`config.mk`:
```
export PLATFORM = sky130hd
export DESIGN_NAME = cis_sequencer
export DESIGN_NICKNAME = d
export VERILOG_FILES = /design/src/rtl/cis_pkg.sv /design/src/rtl/cis_sequencer.sv
export SDC_FILE = /design/constraint.sdc
export NUM_CORES = 1
export LEC_CHECK = 0
export BUFFER_PORTS_ARGS = -buffer_cell sky130_fd_sc_hd__buf_2
export CAP_MARGIN = 20
export CORE_MARGIN = 8
export CORE_UTILIZATION = 53
export DETAILED_ROUTE_END_ITERATION = 10
export PLACE_DENSITY = 0.88
export SLEW_MARGIN = 30
export SYNTH_ARGS = -nofsm -noshare
export SYNTH_HDL_FRONTEND = slang
export SYNTH_SLANG_ARGS = --single-unit
```
`constraint.sdc`:
```
create_clock -name mclk -period 2.79 [get_ports mclk]
set_input_delay 0.1395 -clock mclk [delete_from_list [all_inputs] [get_ports mclk]]
set_output_delay 0.1395 -clock mclk [all_outputs]
set_load 0.1 [all_outputs]
```
`src/rtl/cis_pkg.sv`:
```
/*
 Package of the interrupt and reset sequencer: register map, field positions,
 sequencing cycle counts, state encoding and the structs that carry the
 pipeline handshake. Assumes a single core clock domain and an APB master.
*/
package cis_pkg;
   localparam int PC_W = 11;
   localparam int SP_W = 16;
   localparam int CNT_W = 4;
   localparam int PA_W = 8;

   localparam logic [PA_W-1:0] A_STATUS = 8'h00;
   localparam logic [PA_W-1:0] A_FLAG = 8'h04;
   localparam logic [PA_W-1:0] A_ENABLE = 8'h08;
   localparam logic [PA_W-1:0] A_LEVEL = 8'h0c;
   localparam logic [PA_W-1:0] A_STACK = 8'h10;
   localparam logic [PA_W-1:0] A_STATE = 8'h14;
   localparam logic [PA_W-1:0] A_LAT = 8'h18;

   localparam int GIE_BIT = 7;
   localparam int BUSY_BIT = 31;
   localparam logic [SP_W-1:0] SP_RST = 16'h015f;
   localparam logic [PC_W-1:0] RESET_VEC = 11'h000;

   localparam logic [CNT_W-1:0] ENTRY_CYC = 4'h4;
   localparam logic [CNT_W-1:0] SLEEP_EXTRA = 4'h4;
   localparam logic [CNT_W-1:0] JUMP_CYC = 4'h3;
   localparam logic [CNT_W-1:0] RET_CYC = 4'h4;
   localparam logic [SP_W-1:0] PC_BYTES = 16'h0002;

   typedef enum logic [1:0] {
      CIS_RESET,
      CIS_IDLE,
      CIS_ENTRY,
      CIS_RET
   } cis_state_t;

   typedef struct packed {
      logic done;
      logic sei;
      logic global_mask_op;
      logic ret;
      logic asleep;
      logic [PC_W-1:0] pc;
   } cis_pipe_in_t;

   typedef struct packed {
      logic taken;
      logic pc_load;
      logic [PC_W-1:0] pc_val;
      logic stk_we;
      logic stk_re;
      logic [SP_W-1:0] stk_addr;
      logic [7:0] stk_wdata;
   } cis_seq_out_t;
endpackage : cis_pkg

```
`src/rtl/cis_sequencer.sv`:
```
/*
 Interrupt and reset sequencer of a small 8-bit core: pending flags, enables,
 priority, global enable handling, entry and return sequences with stack
 traffic. Assumes the pipeline pulses done at each instruction boundary,
 pulses sei/global_mask_op together with done of that instruction, pulses ret
 when the return instruction starts, and that stack reads answer one cycle later.
*/
// Decided for this implementation: the register offsets and the APB register port.
module cis_sequencer #(
   parameter int SRC = 8,
   parameter logic [SRC-1:0] LVL_MASK = 8'hc0
) (
   input wire logic mclk,
   input wire logic rst_n,
   input wire logic psel,
   input wire logic penable,
   input wire logic pwrite,
   input wire logic [cis_pkg::PA_W-1:0] paddr,
   input wire logic [31:0] pwdata,
   output logic [31:0] prdata,
   output logic pready,
   output logic pslverr,
   input wire logic external_request_zero,
   input wire logic [SRC-1:0] flag_evt,
   input wire logic [SRC-1:0] level_cond,
   input wire cis_pkg::cis_pipe_in_t pipe_i,
   input wire logic [7:0] stk_rdata,
   output cis_pkg::cis_seq_out_t seq_o,
   output logic core_hold
);
   // The whole block runs on mclk, the undivided core clock.
   cis_pkg::cis_state_t state_r;
   logic [cis_pkg::CNT_W-1:0] cnt_r, len_r, lat_r;
   logic gie_r;
   logic [SRC-1:0] flag_r, en_r, pend, elig, fset, fclr;
   logic [cis_pkg::SP_W-1:0] sp_r;
   logic [cis_pkg::PC_W-1:0] ret_pc_r, pcv_r;
   logic [$clog2(SRC)-1:0] sel, sel_r;
   logic [7:0] hi_r;
   logic [2:0] ext_s;
   logic ext_lvl_r;
   logic take, last, wr, rd, st_wr;

   function automatic logic [$clog2(SRC)-1:0] top_pick(input logic [SRC-1:0] v);
      top_pick = '0;
      for (int i = SRC - 1; i >= 0; i--) begin
         if (v[i]) begin
            top_pick = i[$clog2(SRC)-1:0];
         end
      end
   endfunction : top_pick

   function automatic logic [cis_pkg::PC_W-1:0] vec_of(input logic [$clog2(SRC)-1:0] s);
      vec_of = cis_pkg::RESET_VEC + cis_pkg::PC_W'(s) + 11'h001;
   endfunction : vec_of

   // The pin is synchronised; a level counts once the second and third stages agree.
   always_ff @(posedge mclk) begin
      if (!rst_n) begin
         ext_s <= 3'h0;
      end else begin
         ext_s <= {ext_s[1], ext_s[0], external_request_zero};
      end
   end

   always_ff @(posedge mclk) begin
      if (!rst_n) begin
         ext_lvl_r <= 1'b0;
      end else if (ext_s[1] == ext_s[2]) begin
         ext_lvl_r <= ext_s[2];
      end
   end

   // Source zero is the external request, a rising edge sets its flag.
   assign fset = {flag_evt[SRC-1:1], (ext_s[1] & ext_s[2] & ~ext_lvl_r)} & ~LVL_MASK;

   assign wr = psel & penable & pwrite;
   assign rd = psel & ~penable & ~pwrite;
   assign st_wr = wr && paddr == cis_pkg::A_STATUS;

   assign pend = (flag_r & ~LVL_MASK) | (level_cond & LVL_MASK);
   assign elig = pend & en_r;
   assign sel = top_pick(elig);

   // Acceptance only at a completed instruction, with the registered enable so
   // that the instruction after a set of the enable always runs first. A clear
   // in the same cycle wins over any request.
   assign take = state_r == cis_pkg::CIS_IDLE && pipe_i.done && !pipe_i.ret &&
                 gie_r && !pipe_i.global_mask_op && |elig;
   assign last = cnt_r == len_r - 4'h1;
   assign core_hold = state_r != cis_pkg::CIS_IDLE;

   always_ff @(posedge mclk) begin
      if (!rst_n) begin
         state_r <= cis_pkg::CIS_RESET;
         cnt_r <= '0;
         len_r <= '0;
      end else begin
         unique case (state_r)
            cis_pkg::CIS_RESET: begin
               state_r <= cis_pkg::CIS_IDLE;
            end
            cis_pkg::CIS_IDLE: begin
               cnt_r <= '0;
               if (take) begin
                  state_r <= cis_pkg::CIS_ENTRY;
                  len_r <= pipe_i.asleep ? cis_pkg::ENTRY_CYC + cis_pkg::SLEEP_EXTRA
                                         : cis_pkg::ENTRY_CYC;
               end else if (pipe_i.ret) begin
                  state_r <= cis_pkg::CIS_RET;
                  len_r <= cis_pkg::RET_CYC;
               end
            end
            cis_pkg::CIS_ENTRY, cis_pkg::CIS_RET: begin
               cnt_r <= cnt_r + 4'h1;
               if (last) begin
                  state_r <= cis_pkg::CIS_IDLE;
               end
            end
         endcase
      end
   end

   // Hardware and software clears combine; a new event wins over both.
   assign fclr = (wr && paddr == cis_pkg::A_FLAG ? pwdata[SRC-1:0] : '0) |
                 (take ? SRC'(1) << sel : '0);

   always_ff @(posedge mclk) begin
      if (!rst_n) begin
         flag_r <= '0;
      end else begin
         flag_r <= ((flag_r & ~fclr) | fset) & ~LVL_MASK;
      end
   end

   always_ff @(posedge mclk) begin
      if (!rst_n) begin
         en_r <= '0;
      end else if (wr && paddr == cis_pkg::A_ENABLE) begin
         en_r <= pwdata[SRC-1:0];
      end
   end

   // Only the enable bit lives here; the rest of the status byte belongs to the
   // ALU and is never saved on entry, so handlers must keep it themselves.
   always_ff @(posedge mclk) begin
      if (!rst_n) begin
         gie_r <= 1'b0;
      end else if (take || pipe_i.global_mask_op) begin
         gie_r <= 1'b0;
      end else if (state_r == cis_pkg::CIS_RET && last) begin
         gie_r <= 1'b1;
      end else if (pipe_i.sei) begin
         gie_r <= 1'b1;
      end else if (st_wr) begin
         gie_r <= pwdata[cis_pkg::GIE_BIT];
      end
   end

   always_ff @(posedge mclk) begin
      if (!rst_n) begin
         sp_r <= cis_pkg::SP_RST;
      end else if (state_r == cis_pkg::CIS_ENTRY && last) begin
         sp_r <= sp_r - cis_pkg::PC_BYTES;
      end else if (state_r == cis_pkg::CIS_RET && last) begin
         sp_r <= sp_r + cis_pkg::PC_BYTES;
      end else if (wr && paddr == cis_pkg::A_STACK) begin
         sp_r <= pwdata[cis_pkg::SP_W-1:0];
      end
   end

   always_ff @(posedge mclk) begin
      if (!rst_n) begin
         ret_pc_r <= '0;
         sel_r <= '0;
      end else if (take) begin
         ret_pc_r <= pipe_i.pc;
         sel_r <= sel;
      end
   end

   // Popped bytes: high byte answers in cycle one, low byte in cycle two.
   always_ff @(posedge mclk) begin
      if (!rst_n) begin
         hi_r <= '0;
         pcv_r <= cis_pkg::RESET_VEC;
      end else if (state_r == cis_pkg::CIS_RET && cnt_r == 4'h1) begin
         hi_r <= stk_rdata;
      end else if (state_r == cis_pkg::CIS_RET && cnt_r == 4'h2) begin
         pcv_r <= {hi_r[cis_pkg::PC_W-9:0], stk_rdata};
      end else if (take) begin
         pcv_r <= vec_of(sel);
      end
   end

   // Cycles from acceptance to the handler, the vector jump included.
   always_ff @(posedge mclk) begin
      if (!rst_n) begin
         lat_r <= '0;
      end else if (state_r == cis_pkg::CIS_ENTRY && last) begin
         lat_r <= len_r + cis_pkg::JUMP_CYC;
      end
   end

   always_comb begin
      seq_o = '0;
      seq_o.taken = take;
      seq_o.pc_val = pcv_r;
      // Reset ranks above all: the first cycle after reset loads its vector.
      seq_o.pc_load = state_r == cis_pkg::CIS_RESET ||
                      (state_r != cis_pkg::CIS_IDLE && last);
      if (state_r == cis_pkg::CIS_ENTRY && cnt_r < cis_pkg::CNT_W'(cis_pkg::PC_BYTES)) begin
         seq_o.stk_we = 1'b1;
         seq_o.stk_addr = sp_r - cis_pkg::SP_W'(cnt_r);
         seq_o.stk_wdata = cnt_r == '0 ? ret_pc_r[7:0]
                                       : 8'(ret_pc_r[cis_pkg::PC_W-1:8]);
      end
      if (state_r == cis_pkg::CIS_RET && cnt_r < cis_pkg::CNT_W'(cis_pkg::PC_BYTES)) begin
         seq_o.stk_re = 1'b1;
         seq_o.stk_addr = sp_r + cis_pkg::SP_W'(cnt_r) + 16'h0001;
      end
   end

   // Zero wait states; unmapped addresses answer with an error and zero data.
   assign pready = 1'b1;
   always_ff @(posedge mclk) begin
      if (!rst_n) begin
         prdata <= '0;
         pslverr <= 1'b0;
      end else if (rd) begin
         pslverr <= 1'b0;
         unique case (paddr)
            cis_pkg::A_STATUS: prdata <= 32'(gie_r) << cis_pkg::GIE_BIT;
            cis_pkg::A_FLAG: prdata <= 32'(flag_r);
            cis_pkg::A_ENABLE: prdata <= 32'(en_r);
            cis_pkg::A_LEVEL: prdata <= 32'(level_cond & LVL_MASK);
            cis_pkg::A_STACK: prdata <= 32'(sp_r);
            cis_pkg::A_STATE: prdata <= {core_hold, 20'h0, pcv_r};
            cis_pkg::A_LAT: prdata <= 32'(lat_r);
            default: begin
               prdata <= '0;
               pslverr <= 1'b1;
            end
         endcase
      end else if (psel && !penable) begin
         prdata <= '0;
         pslverr <= !(paddr inside {cis_pkg::A_STATUS, cis_pkg::A_FLAG,
                      cis_pkg::A_ENABLE, cis_pkg::A_STACK});
      end
   end

   property p_gate;
      @(posedge mclk) disable iff (!rst_n) take |-> gie_r && en_r[sel];
   endproperty
   a_gate: assert property (p_gate) else $error("take without enables");

   property p_prio;
      @(posedge mclk) disable iff (!rst_n) take |-> (elig & ((SRC'(1) << sel) - SRC'(1))) == '0;
   endproperty
   a_prio: assert property (p_prio) else $error("lower vector skipped");

   property p_gie_clr;
      @(posedge mclk) disable iff (!rst_n) take |=> !gie_r [*4];
   endproperty
   a_gie_clr: assert property (p_gie_clr) else $error("enable not cleared");

   property p_ret;
      @(posedge mclk) disable iff (!rst_n)
         state_r == cis_pkg::CIS_IDLE && pipe_i.ret && !take |-> ##4 seq_o.pc_load ##1 gie_r;
   endproperty
   a_ret: assert property (p_ret) else $error("return sequence wrong");

   property p_hwclr;
      @(posedge mclk) disable iff (!rst_n)
         take && !LVL_MASK[sel] |=> !flag_r[sel_r] || $past(fset[sel]);
   endproperty
   a_hwclr: assert property (p_hwclr) else $error("flag kept after vector");

   property p_gmask;
      @(posedge mclk) disable iff (!rst_n) pipe_i.global_mask_op |-> !take ##1 !gie_r;
   endproperty
   a_gmask: assert property (p_gmask) else $error("taken after disable");

   property p_entry;
      @(posedge mclk) disable iff (!rst_n)
         take && !pipe_i.asleep |-> seq_o.pc_load == 1'b0 [*4] ##0 1'b1 ##1 seq_o.pc_load;
   endproperty
   a_entry: assert property (p_entry) else $error("entry not four cycles");

   property p_sleep;
      @(posedge mclk) disable iff (!rst_n) take && pipe_i.asleep |-> ##8 seq_o.pc_load;
   endproperty
   a_sleep: assert property (p_sleep) else $error("wake entry not eight");

   property p_sp;
      @(posedge mclk) disable iff (!rst_n)
         take && !pipe_i.asleep |-> ##5 sp_r == $past(sp_r, 5) - cis_pkg::PC_BYTES;
   endproperty
   a_sp: assert property (p_sp) else $error("stack pointer not lowered");

   // Entry writes the low byte at the stack pointer, then the high byte below it,
   // so that the return reads them back in the opposite order.
   property p_push;
      @(posedge mclk) disable iff (!rst_n)
         take |=> seq_o.stk_we && seq_o.stk_addr == sp_r &&
            seq_o.stk_wdata == $past(pipe_i.pc[7:0])
            ##1 seq_o.stk_we && seq_o.stk_addr == sp_r - 16'h0001 &&
            seq_o.stk_wdata == 8'($past(pipe_i.pc[10:8], 2));
   endproperty
   a_push: assert property (p_push) else $error("push bytes wrong");

   // Return reads the high byte first, then the low byte above it.
   property p_pop;
      @(posedge mclk) disable iff (!rst_n)
         state_r == cis_pkg::CIS_IDLE && pipe_i.ret && !take |=>
            seq_o.stk_re && seq_o.stk_addr == sp_r + 16'h0001
            ##1 seq_o.stk_re && seq_o.stk_addr == sp_r + 16'h0002;
   endproperty
   a_pop: assert property (p_pop) else $error("pop addresses wrong");

   property p_sp_ret;
      @(posedge mclk) disable iff (!rst_n)
         state_r == cis_pkg::CIS_IDLE && pipe_i.ret && !take |->
            ##5 sp_r == $past(sp_r, 5) + cis_pkg::PC_BYTES;
   endproperty
   a_sp_ret: assert property (p_sp_ret) else $error("stack pointer not raised");

   // The enable set by sei only counts from the next boundary on.
   property p_sei_wait;
      @(posedge mclk) disable iff (!rst_n) pipe_i.sei && !gie_r |-> !take;
   endproperty
   a_sei_wait: assert property (p_sei_wait) else $error("taken on enable set");

   // A level source only counts while its condition still stands.
   property p_level;
      @(posedge mclk) disable iff (!rst_n) take && LVL_MASK[sel] |-> level_cond[sel];
   endproperty
   a_level: assert property (p_level) else $error("level taken without cause");

   property p_hold;
      @(posedge mclk) disable iff (!rst_n) take |=> core_hold [*4];
   endproperty
   a_hold: assert property (p_hold) else $error("pipeline released in entry");

   c_take: cover property (@(posedge mclk) disable iff (!rst_n) take);
   c_nest: cover property (@(posedge mclk) disable iff (!rst_n)
      core_hold && state_r == cis_pkg::CIS_ENTRY ##[1:40] take);
   c_ret: cover property (@(posedge mclk) disable iff (!rst_n)
      state_r == cis_pkg::CIS_RET && last);
   c_sleep: cover property (@(posedge mclk) disable iff (!rst_n)
      take && pipe_i.asleep);
endmodule : cis_sequencer
```
==> results.tsv, run 1 <==
metric	value	unit
clock_skew	0.0117	ns
cpMostUsedCell	inv_2	
cp_slowest_stage_delay	0.44	ns
synth_cell_types	69	
core	0.0108	mm²
outcome	finished with violations	
drt-initial-drc-count	836	
ant_nets	0	
relSlewSlack	38.6	%
dp_hpwl	13400	µm
grt_pass1_vias	5830	
maxCapViolCount	0	
worstSkewPairLatency	0.38	ns
rows	38	
switching_power	0.827	mW
cts_buffer_depth	2	
setup_ws	-0.176	ns
required	2.65	ns
fin_util	67.9	%
clkPwrFrac	34.8	%
worst-path-buf-inv	4	
clkTransAtPathRegs	0.09	ns
crit_chain	inv_2 > ha_4 > inv_2 > fa_2 > a21o_1 > a2111o_1 > buf_6 > o32ai_2 > xnor2_1 > nor2_2 > buf_12	
n_antenna_cell	0	
clockRootBuffer	clkbuf_8	
place.gp.congestion	0.906	
vdd_ir_drop_max	321	µV
rsz0062_at_grt	true	
end_kind	output port	
io_pins	160	
seqPwrFrac	48.0	%
grt-ovfl-total	0	
clock_sinks	89	
dieArea	0.0146	mm²
dr.pass1.iters	6	
layout_min_cycle_time	2.97	ns
tns	-0.625	ns
fin_nets	971	
die_w	121	µm
synthCells	750	
synth-seq-cells	89	
cp_max_fo	4	
final_common_cell	buf_2	
cts_tree	built	
grt_pass1_wl	29000	µm
arrival	2.83	ns
start_kind	flip-flop	
power_density	369	mW/mm²
via_count	6146	
critPathSlowestCell	a2111o_1	
async_flop_share	0	%
synth_ff_type	dfxtp_1	
p_int	1.88	mW
setup_viol	5	
synth_top_family_by_area	simple AND/OR/NAND/NOR gates	
drive_gt1_share	25.1	%
comb_power_share	17.1	%
layout_common_cells	100 x buf_2, 88 x nand2_1, 87 x dfxtp_1	
antenna_found_initial	0	
portBuffers	118	
drc	0	
synth_compound_area_share	21.4	%
sw_frac_of_total	30.6	%
grt_max_degree	48	
grt_usage	24.2	%
criticalPathCategory	flip-flop to output port	
crit_family	compound AO/OA/AOI/OAI gates	
layoutNonFillerInstCount	1008	
vias_per_cell	6.10	
avgSynthCellArea	7.75	µm²
routed_wl	18100	µm
yosysWarnings	0	
muxShareOfSynthArea	4.91	%
ys_seq_area_share	30.7	%
synthXorXnorAreaFrac	2.86	%
areaGrowthSynthToFinish	26.1	%
htreeDepth	3	
synthAdderAreaFrac	4.99	%
worstHoldPathType	input pin to flip-flop	
fmax	337	MHz
cts_inserted_buffers	9	
dpl.cell_count	984	
synth_edf_count	0	
synthSimpleGateAreaFrac	27.9	%
power.leakage	2.80	nW
fin_crit_sh	106	%
die_y	121	µm
hold_viol	0	
synth_area	0.00581	mm²
start_util	53.9	%
wl_per_cell	17.9	µm
post-place-ws	0.0562	ns
tightest_slew	0.915	ns
drv_slew	0	
failed_checks	setup timing	
-- final cells by class --
type | count | area [µm²]
flip-flops and latches | 89 | 1790
clock inverters | 4 | 51.3
multi-input cells | 584 | 3890
repair buffers | 155 | 1170
clock buffers | 12 | 155
well taps | 140 | 175
inverters | 24 | 95.1
fillers | 840 | 3460
-- cells by family (layout without fill, tap and decap cells) --
logic type               Yosys count  in the layout
AND/OR/NAND/NOR                  319            319
AO/OA/AOI/OAI                    180            180
buffers and inverters             91            195
flip-flops                        89             89
multiplexers                      28             28
adder cells (fa/ha/maj)           22             22
XOR/XNOR                          19             19
other                              2             16
-- through the flow --
| stage | instance area (µm²) | power, mW | hold WS (ns) |
|---|---|---|---|
| detailed placement | 6880 | 1.78 | 0.327 |
| global placement | 6880 | 1.77 | 0.321 |
| CTS | 7230 | 2.70 | 0.0116 |
| finish | 7330 | 2.71 | 0.0162 |
| global route | 7330 | 2.79 | 0.00799 |
| floorplan | 5940 | 1.66 | 0.216 |
-- power groups by stage --
stage	clock network [mW]	registers [mW]	logic, mW
after global routing	1.00	1.30	0.488
after CTS	0.944	1.30	0.457
after floorplan	0	1.33	0.325
final	0.942	1.30	0.463
after detailed placement	0	1.33	0.450
after global placement	0	1.33	0.446
-- layer usage --
| layer | track usage [%] | share of wire [%] | vias up |
|---|---|---|---|
| met5 | 0 | 0 | - |
| li1 | - | - | 2868 |
| met1 | 29.7 | 41 | 2849 |
| met3 | 6.85 | 10 | 62 |
| met2 | 39.7 | 46 | 367 |
| met4 | 8.59 | 3.0 | 0 |
-- worst reg2reg max path, stage by stage (launching register included) --
cell	delay (ns)
dfxtp_4	0.38
buf_6	0.13
buf_4	0.12
ha_1	0.20
nand4b_1	0.13
mux2_2	0.42
o21ai_1	0.49
o21ai_0	0.20
a222oi_1	0.28
nor2b_1	0.08
-- registers in the layout, summed over array words and instances (netlist names) --
| name | flops |
|---|---|
| prdata | 17 |
| sp_r | 16 |
| pcv_r | 11 |
| ret_pc_r | 11 |
| en_r | 8 |
| flag_r | 6 |
| cnt_r | 4 |
| ext_s | 3 |
| hi_r | 3 |
| lat_r | 3 |
| len_r | 2 |
| state_r | 2 |
| ext_lvl_r | 1 |
| gie_r | 1 |
| pslverr | 1 |
-- cell usage after synthesis, types with 3 or more instances --
cell	number	area share (%)
a211o_1	4	0.60
a211oi_1	4	0.52
a21boi_0	25	3.2
a21o_1	4	0.52
a21oi_1	27	2.3
a221oi_1	9	1.4
a22o_1	3	0.45
a22oi_1	21	2.7
a32o_1	3	0.52
and2_1	17	1.8
and3_1	4	0.43
buf_1	5	0.32
buf_2	9	0.77
buf_4	17	2.2
clkbuf_1	36	2.3
dfxtp_1	89	31
ha_1	20	4.3
inv_1	23	1.5
mux2_2	4	0.77
mux2i_1	24	4.1
nand2_1	88	5.7
nand2b_1	5	0.54
nand3_1	31	2.7
nand4_1	9	0.97
nand4b_1	4	0.60
nor2_1	48	3.1
nor2b_1	40	4.3
nor3_1	37	3.2
nor3b_1	3	0.39
nor4_1	10	1.1
o21a_1	9	1.2
o21ai_0	36	3.1
o221ai_1	3	0.45
o22ai_1	7	0.75
or3_1	8	0.86
or4_1	4	0.52
xnor2_1	16	2.4
xor2_1	3	0.45
-- path summary, 6_finish.rpt --
check / from / to / slack [ns] / cells past startpoint
worst max-delay path: sp_r[0]$_SDFFE_PN1P_ / seq_o[18] / -0.18 / 11
worst min-delay path: stk_rdata[7] / pcv_r[7]$_SDFFE_PN0P_ / 0.02 / 3
worst max register to register: cnt_r[0]$_SDFFE_PN0P_ / sp_r[10]$_SDFFE_PN0P_ / 0.25 / 9
worst min register to register: ext_s[0]$_SDFF_PN0_ / ext_s[1]$_SDFF_PN0_ / 0.44 / 1
-- timing repair --
| item | in CTS | in global routing |
|---|---|---|
| hold buffers | 4 | 0 |
| endpoints found under the hold margin | 4 | 0 |
| resized for setup | 24 | 18 |
| endpoints found under the setup margin | 9 | 10 |
| buffers inserted | 2 | 4 |
| gates cloned | 0 | 0 |
| pin swaps | 11 | 9 |
(Power assumes the default switching activity.)
==> run 2, diff against run 1 <==
--- a/config.mk
+++ b/config.mk
@@ -8,9 +8,9 @@
 export BUFFER_PORTS_ARGS = -buffer_cell sky130_fd_sc_hd__buf_2
 export CAP_MARGIN = 20
 export CORE_MARGIN = 8
-export CORE_UTILIZATION = 53
+export CORE_UTILIZATION = 50
 export DETAILED_ROUTE_END_ITERATION = 10
-export PLACE_DENSITY = 0.88
+export PLACE_DENSITY = 0.84
 export SLEW_MARGIN = 30
 export SYNTH_ARGS = -nofsm -noshare
 export SYNTH_HDL_FRONTEND = slang
==> constraint.sdc (replaced) <==
create_clock -name mclk -period 2.79 [get_ports mclk]
set_input_delay 0.279 -clock mclk [delete_from_list [all_inputs] [get_ports mclk]]
set_output_delay 0.279 -clock mclk [all_outputs]
set_load 0.1 [all_outputs]
==> run 2 against run 1 <==
The flow still finishes with violations (setup timing). Critical path depth unchanged. Die area rose by 5.2%. Non-clock buffer count increased by 3. Worst setup slack lost 0.051 ns. Count of clock-buffer cells in the layout rose by 1. Clock skew increased by 0.00082 ns. Utilization decreased by 2.5 points. Combinational power shrank 1%. Design area up 1.5%. Global-route usage is 1.4 points lower. Clock power rose by 36%.
==> results.tsv, run 2 (synthesized netlist as in run 1, its figures left out) <==
metric	value	unit	change
hold_buffers	0		-4
fmax	331	MHz	-1.7%
drt-initial-drc-count	672		-20%
p_total	3.04	mW	+12%
worstSkewPairLatency	0.35	ns	-0.03 ns
place.gp.congestion	0.943		+4.0%
via_count	5993		-2.5%
dpl.cell_count	996		+1.2%
tns	-0.898	ns	-0.273 ns
grt_pass1_wl	28100	µm	-2.9%
fin_nets	974		+0.31%
start_util	51.1	%	-2.7 points
routed_wl	17900	µm	-0.90%
start_kind	flip-flop		
grt-ovfl-total	0		unchanged
cts_buffer_depth	2		unchanged
wl_per_cell	17.7	µm	-1.5%
dp_hpwl	13400	µm	about the same
failed_checks	setup timing		
portBuffers	118		unchanged
areaGrowthSynthToFinish	28.0	%	
io_pins	160		unchanged
power_density	409	mW/mm²	+11%
tightest_slew	0.865	ns	-0.0499 ns
clkTransAtPathRegs	0.06	ns	-0.03 ns
core	0.0114	mm²	+5.3%
switching_power	0.861	mW	+4.0%
fin_crit_sh	108	%	+1.8 points
comb_power_share	15.0	%	-2.1 points
worst_r2r_path_depth	7		-2
cts_inserted_buffers	9		unchanged
htreeDepth	3		unchanged
hold_ws	0.132	ns	+0.116 ns
die_w	124	µm	+2.6%
clockRootBuffer	clkbuf_16		
largest_register_ffs	17		unchanged
layoutNonFillerInstCount	1014		+0.60%
layout_min_cycle_time	3.02	ns	+0.0510 ns
vias_per_cell	5.91		-3.1%
drv_slew	0		unchanged
drive_gt1_share	26.4	%	+1.3 points
dr.pass1.iters	6		unchanged
seqPwrFrac	42.8	%	-5.2 points
drc	0		unchanged
required	2.51	ns	-0.14 ns
rsz0062_at_grt	true		
grt_usage	22.8	%	-1.4 points
worstHoldPathCells	2		-1
antenna_found_initial	0		unchanged
layout_common_cells	100 x buf_2, 88 x nand2_1, 85 x dfxtp_1		
top_register	prdata		
clkPwrFrac	42.2	%	+7.4 points
hold_viol	0		unchanged
final_common_cell	buf_2		
n_antenna_cell	0		unchanged
relSlewSlack	41.9	%	+3.3 points
dieArea	0.0153	mm²	+5.2%
outcome	finished with violations		
clock_sinks	89		unchanged
sw_frac_of_total	28.3	%	-2.3 points
end_kind	output port		
power.leakage	2.87	nW	+2.5%
rows	39		+2.6%
cts_tree	built		
ant_nets	0		unchanged
maxCapViolCount	0		unchanged
grt_max_degree	46		-4.2%
p_int	2.18	mW	+16%
worstHoldPathType	input pin to flip-flop		
setup_viol	6		+1
arrival	2.74	ns	-0.09 ns
top_regs	prdata (17), sp_r (16)		
vdd_ir_drop_max	440	µV	+37%
setup_ws	-0.227	ns	-0.0510 ns
grt_pass1_vias	5770		-1.0%
clock_skew	0.0126	ns	+0.000815 ns
die_y	124	µm	+2.6%
cp_max_fo	2		-2
criticalPathCategory	flip-flop to output port		
## run 2: metrics by stage
| step | utilization [%] | instance area, µm² | worst slack, ns |
|---|---|---|---|
| 2_1_floorplan | - | 5940 | -0.360 |
| 3_3_place_gp | 61.2 | 6960 | 0.0376 |
| 3_5_place_dp | 61.2 | 6960 | 0.0366 |
| 4_1_cts | 65.1 | 7400 | -0.290 |
| 5_1_grt | 65.5 | 7440 | -0.324 |
| 6_report | 65.5 | 7440 | -0.227 |
## run 2: area by class of cell
class / instances / area, µm²
Timing Repair Buffer: 158 / 1180
Clock inverter: 3 / 47.5
Multi-Input combinational cell: 584 / 3880
Clock buffer: 13 / 270
Fill cell: 935 / 3930
Inverter: 24 / 92.6
Tap cell: 143 / 179
Sequential cell: 89 / 1790
## run 2: critical path: stages (launching register included)
cell and delay (ns):
dfxtp_2 0.33, inv_2 0.08, ha_4 0.14, inv_2 0.03, fa_2 0.34, a21o_1 0.18, a2111o_1 0.41, or3_4 0.34
o31ai_2 0.07, xnor2_1 0.15, nor2_4 0.15, buf_12 0.18
## run 2: worst paths after layout
check / startpoint / to / slack [ns]
min: pipe_i[13] / gie_r$_SDFFE_PP0P_ / 0.13
min reg2reg: ext_s[0]$_SDFF_PN0_ / ext_s[1]$_SDFF_PN0_ / 0.45
max reg2reg: cnt_r[3]$_SDFFE_PN0P_ / sp_r[3]$_SDFFE_PN1P_ / 0.32
max: sp_r[0]$_SDFFE_PN1P_ / seq_o[22] / -0.23
## run 2: timing repair
action,in CTS,in global routing
resized for setup,30,8
setup endpoints to repair,11,12
setup buffers,2,1
pin swaps,13,15
## run 2: layer usage
layer  GRT usage (%)  routed length [µm]
met1            27.8                7210
met3            7.48                1980
met5               0                   0
met4            7.67                 366
met2            37.1                8360
## run 2: power groups by stage
stage	clock network, mW	registers, mW	logic [mW]
after floorplan	0	1.33	0.325
after global placement	0	1.33	0.445
after detailed placement	0	1.33	0.449
after CTS	1.29	1.30	0.453
after global routing	1.36	1.31	0.480
final	1.28	1.30	0.457
==> run 3, diff against run 2 <==
--- a/config.mk
+++ b/config.mk
@@ -5,12 +5,13 @@
 export SDC_FILE = /design/constraint.sdc
 export NUM_CORES = 1
 export LEC_CHECK = 0
+export ABC_AREA = 1
 export BUFFER_PORTS_ARGS = -buffer_cell sky130_fd_sc_hd__buf_2
 export CAP_MARGIN = 20
 export CORE_MARGIN = 8
 export CORE_UTILIZATION = 50
 export DETAILED_ROUTE_END_ITERATION = 10
-export PLACE_DENSITY = 0.84
+export PLACE_DENSITY = 0.83
 export SLEW_MARGIN = 30
 export SYNTH_ARGS = -nofsm -noshare
 export SYNTH_HDL_FRONTEND = slang
==> run 3 against run 2 <==
Clock skew fell by 0.0058 ns. Die area up 5.2%. Total power fell by 4.4%. Utilization fell by 3.2 points. The flow now finishes without violations. Synthesized area rose by 6.0%. Wire length rose by 6.6%. Non-clock buffer count fell by 23. Final cell count increased by 22%. Register-to-register slack better by 0.43 ns. Combinational power is 0.9% lower. First-iteration DRC count decreased by 19%. Highest routed layer unchanged.
==> results.tsv, run 3 <==
metric	value	unit	change
via_count	6823		+14%
io_pins	160		unchanged
layout_common_cells	239 x nand2_1, 101 x inv_1, 99 x buf_2		
ys_seq_area_share	28.9	%	-1.7 points
start_kind	flip-flop		
die_w	127	µm	+2.6%
netlist_top_cells_area	dfxtp_1 29%, nand2_1 15%, nand3_1 7.9%, o21ai_0 6.7%, a21oi_1 6.6%		
crit_family	simple AND/OR/NAND/NOR gates		
p_total	2.91	mW	-4.4%
busiest_layer	met2		
power.leakage	3.55	nW	+24%
rows	40		+2.6%
fillers	1102		+18%
synth.most_common_cell	nand2_1		
setup_viol	0		-6
top_register	prdata		
end_kind	output port		
crit_chain	inv_1 > ha_4 > a21oi_2 > nand2_1 > nand2_2 > nand4_1 > inv_2 > nand2_1 > nand2_1 > nand3_1 > nand2_2 > buf_12		
async_flop_share	0	%	unchanged
fmax	372	MHz	+12%
synth_area_leader_cell	dfxtp_1		
design_area	0.00747	mm²	+0.44%
die_y	127	µm	+2.6%
final_common_cell	nand2_1		
areaGrowthSynthToFinish	21.3	%	
grt_pass1_vias	6455		+12%
synth_ff_type	dfxtp_1		
grt_pass1_wl	31000	µm	+10%
grt_usage	23.4	%	+0.64 points
avgSynthCellArea	6.29	µm²	-19%
drv_slew	0		unchanged
portBuffers	118		unchanged
hold_viol	0		unchanged
placed_cell_area	0.00708	mm²	+1.7%
vdd_ir_drop_max	420	µV	-4.5%
gr-usage-met1	28.5	%	+0.76 points
clock_skew	0.00672	ns	-0.00583 ns
arrival	2.41	ns	-0.33 ns
layout_min_cycle_time	2.69	ns	-0.331 ns
yosysWarnings	0		unchanged
fin_nets	1195		+23%
clkTransAtPathRegs	0.07	ns	about the same
htreeDepth	3		unchanged
dr.pass1.iters	5		-1
grt_max_degree	40		-13%
dp_hpwl	14600	µm	+9.1%
n_antenna_cell	0		unchanged
largest_register_ffs	17		unchanged
relSlewSlack	53.2	%	+11 points
synth_edf_count	0		unchanged
core	0.0120	mm²	+5.6%
seq_area	0.00179	mm²	unchanged
grtUsageMet3	5.74	%	-1.7 points
critPathSlowestCell	dfxtp_1		
start_util	51.3	%	+0.17 points
outcome	finished clean		
setup_ws	0.105	ns	+0.331 ns
synthCells	980		+31%
crit_start	cnt_r[2]$_SDFFE_PN0P_		
grt-ovfl-total	0		unchanged
worstSkewPairLatency	0.35	ns	about the same
synth-seq-cells	89		unchanged
required	2.51	ns	about the same
criticalPathCategory	flip-flop to output port		
synth_cell_types	47		-32%
cts_inserted_buffers	9		unchanged
top_regs	prdata (17), sp_r (16)		
tightest_slew	0.700	ns	-0.165 ns
synth_top_area_share	28.9	%	-1.7 points
fin_crit_sh	96.2	%	-12 points
grtUsageMet2	38.9	%	+1.7 points
cts_buffer_depth	2		unchanged
hold_ws	0.125	ns	-0.00784 ns
yosys-top-cells-count	249 x nand2_1, 108 x inv_1, 97 x nand3_1		
wl_per_cell	15.4	µm	-13%
worstHoldPathType	input pin to flip-flop		
clockRootBuffer	clkbuf_16		
synth_area	0.00616	mm²	+6.0%
clock_sinks	89		unchanged
cp_slowest_stage_delay	0.38	ns	-0.03 ns
drc	0		unchanged
drt-initial-drc-count	541		-19%
rsz0062_at_grt	true		
power_density	389	mW/mm²	-4.8%
worst-path-buf-inv	3		unchanged
multi_input_area	0.00377	mm²	-2.8%
hold_start	external_request_zero		
tns	0	ns	+0.898 ns
vias_per_cell	5.51		-6.8%
place.gp.congestion	0.955		+1.3%
cp_max_fo	5		+3
antenna_found_initial	0		unchanged
routed_wl	19100	µm	+6.6%
ant_nets	0		unchanged
drive_gt1_share	20.9	%	-5.5 points
maxCapViolCount	0		unchanged
reg2reg_from	cnt_r[1]$_SDFFE_PN0P_		
cts_tree	built		
cpMostUsedCell	nand2_1		
post-place-ws	0.210	ns	+0.173 ns
dieArea	0.0161	mm²	+5.2%
run 3: cells by family after synthesis:
group	count (synthesis)	share of synthesized area, %
simple gates	484	34.3
compound gates	194	16.6
buf+inv	171	12.8
flops	89	28.9
fa+ha+maj	22	4.71
xor+xnor	18	2.56
other cells	2	0.122
run 3: stage by stage:
step           instances  util (%)
2_1_floorplan        994         -
3_3_place_gp        1218      58.9
3_5_place_dp        1218      58.9
4_1_cts             1234      61.4
5_1_grt             1239      62.2
6_report            1239      62.2
run 3: worst paths after layout:
kind,end,slack [ns],cells past startpoint
setup / recovery,seq_o[23],0.10,12
hold / removal,ext_s[0]$_SDFF_PN0_,0.12,3
setup reg to reg,sp_r[8]$_SDFFE_PN1P_,0.75,9
hold reg to reg,ext_s[1]$_SDFF_PN0_,0.43,2
run 3: routing by layer:
layer	vias up	wire [µm]
met1	3087	7740
li1	3360	-
met5	-	0
met2	321	8980
met4	0	632
met3	55	1750
run 3: layout make-up:
type / count / area share (%)
inverters: 118 / 5.99
well taps: 147 / 2.46
multi-input cells: 734 / 50.5
clock inverters: 6 / 0.569
flip-flops and latches: 89 / 23.9
repair buffers: 135 / 13.4
clock buffers: 10 / 3.20
run 3: where the power goes:
| group | internal (mW) | total (mW) | switching, mW |
|---|---|---|---|
| registers | 1.28 | 1.30 | 0.0170 |
| clock network | 0.629 | 1.16 | 0.526 |
| logic | 0.110 | 0.453 | 0.344 |
run 3: what timing repair did:
action	in CTS	in global routing
hold endpoints to repair	0	0
buffers inserted	0	5
cloned	0	0
resized for setup	6	29
pin swaps	0	6
hold buffers	0	0
endpoints found under the setup margin	3	12
run 3: tightest hold or removal path, cell delays in order:
cell and delay, ns:
buf_2 0.07, nand2_1 0.04, inv_1 0.04
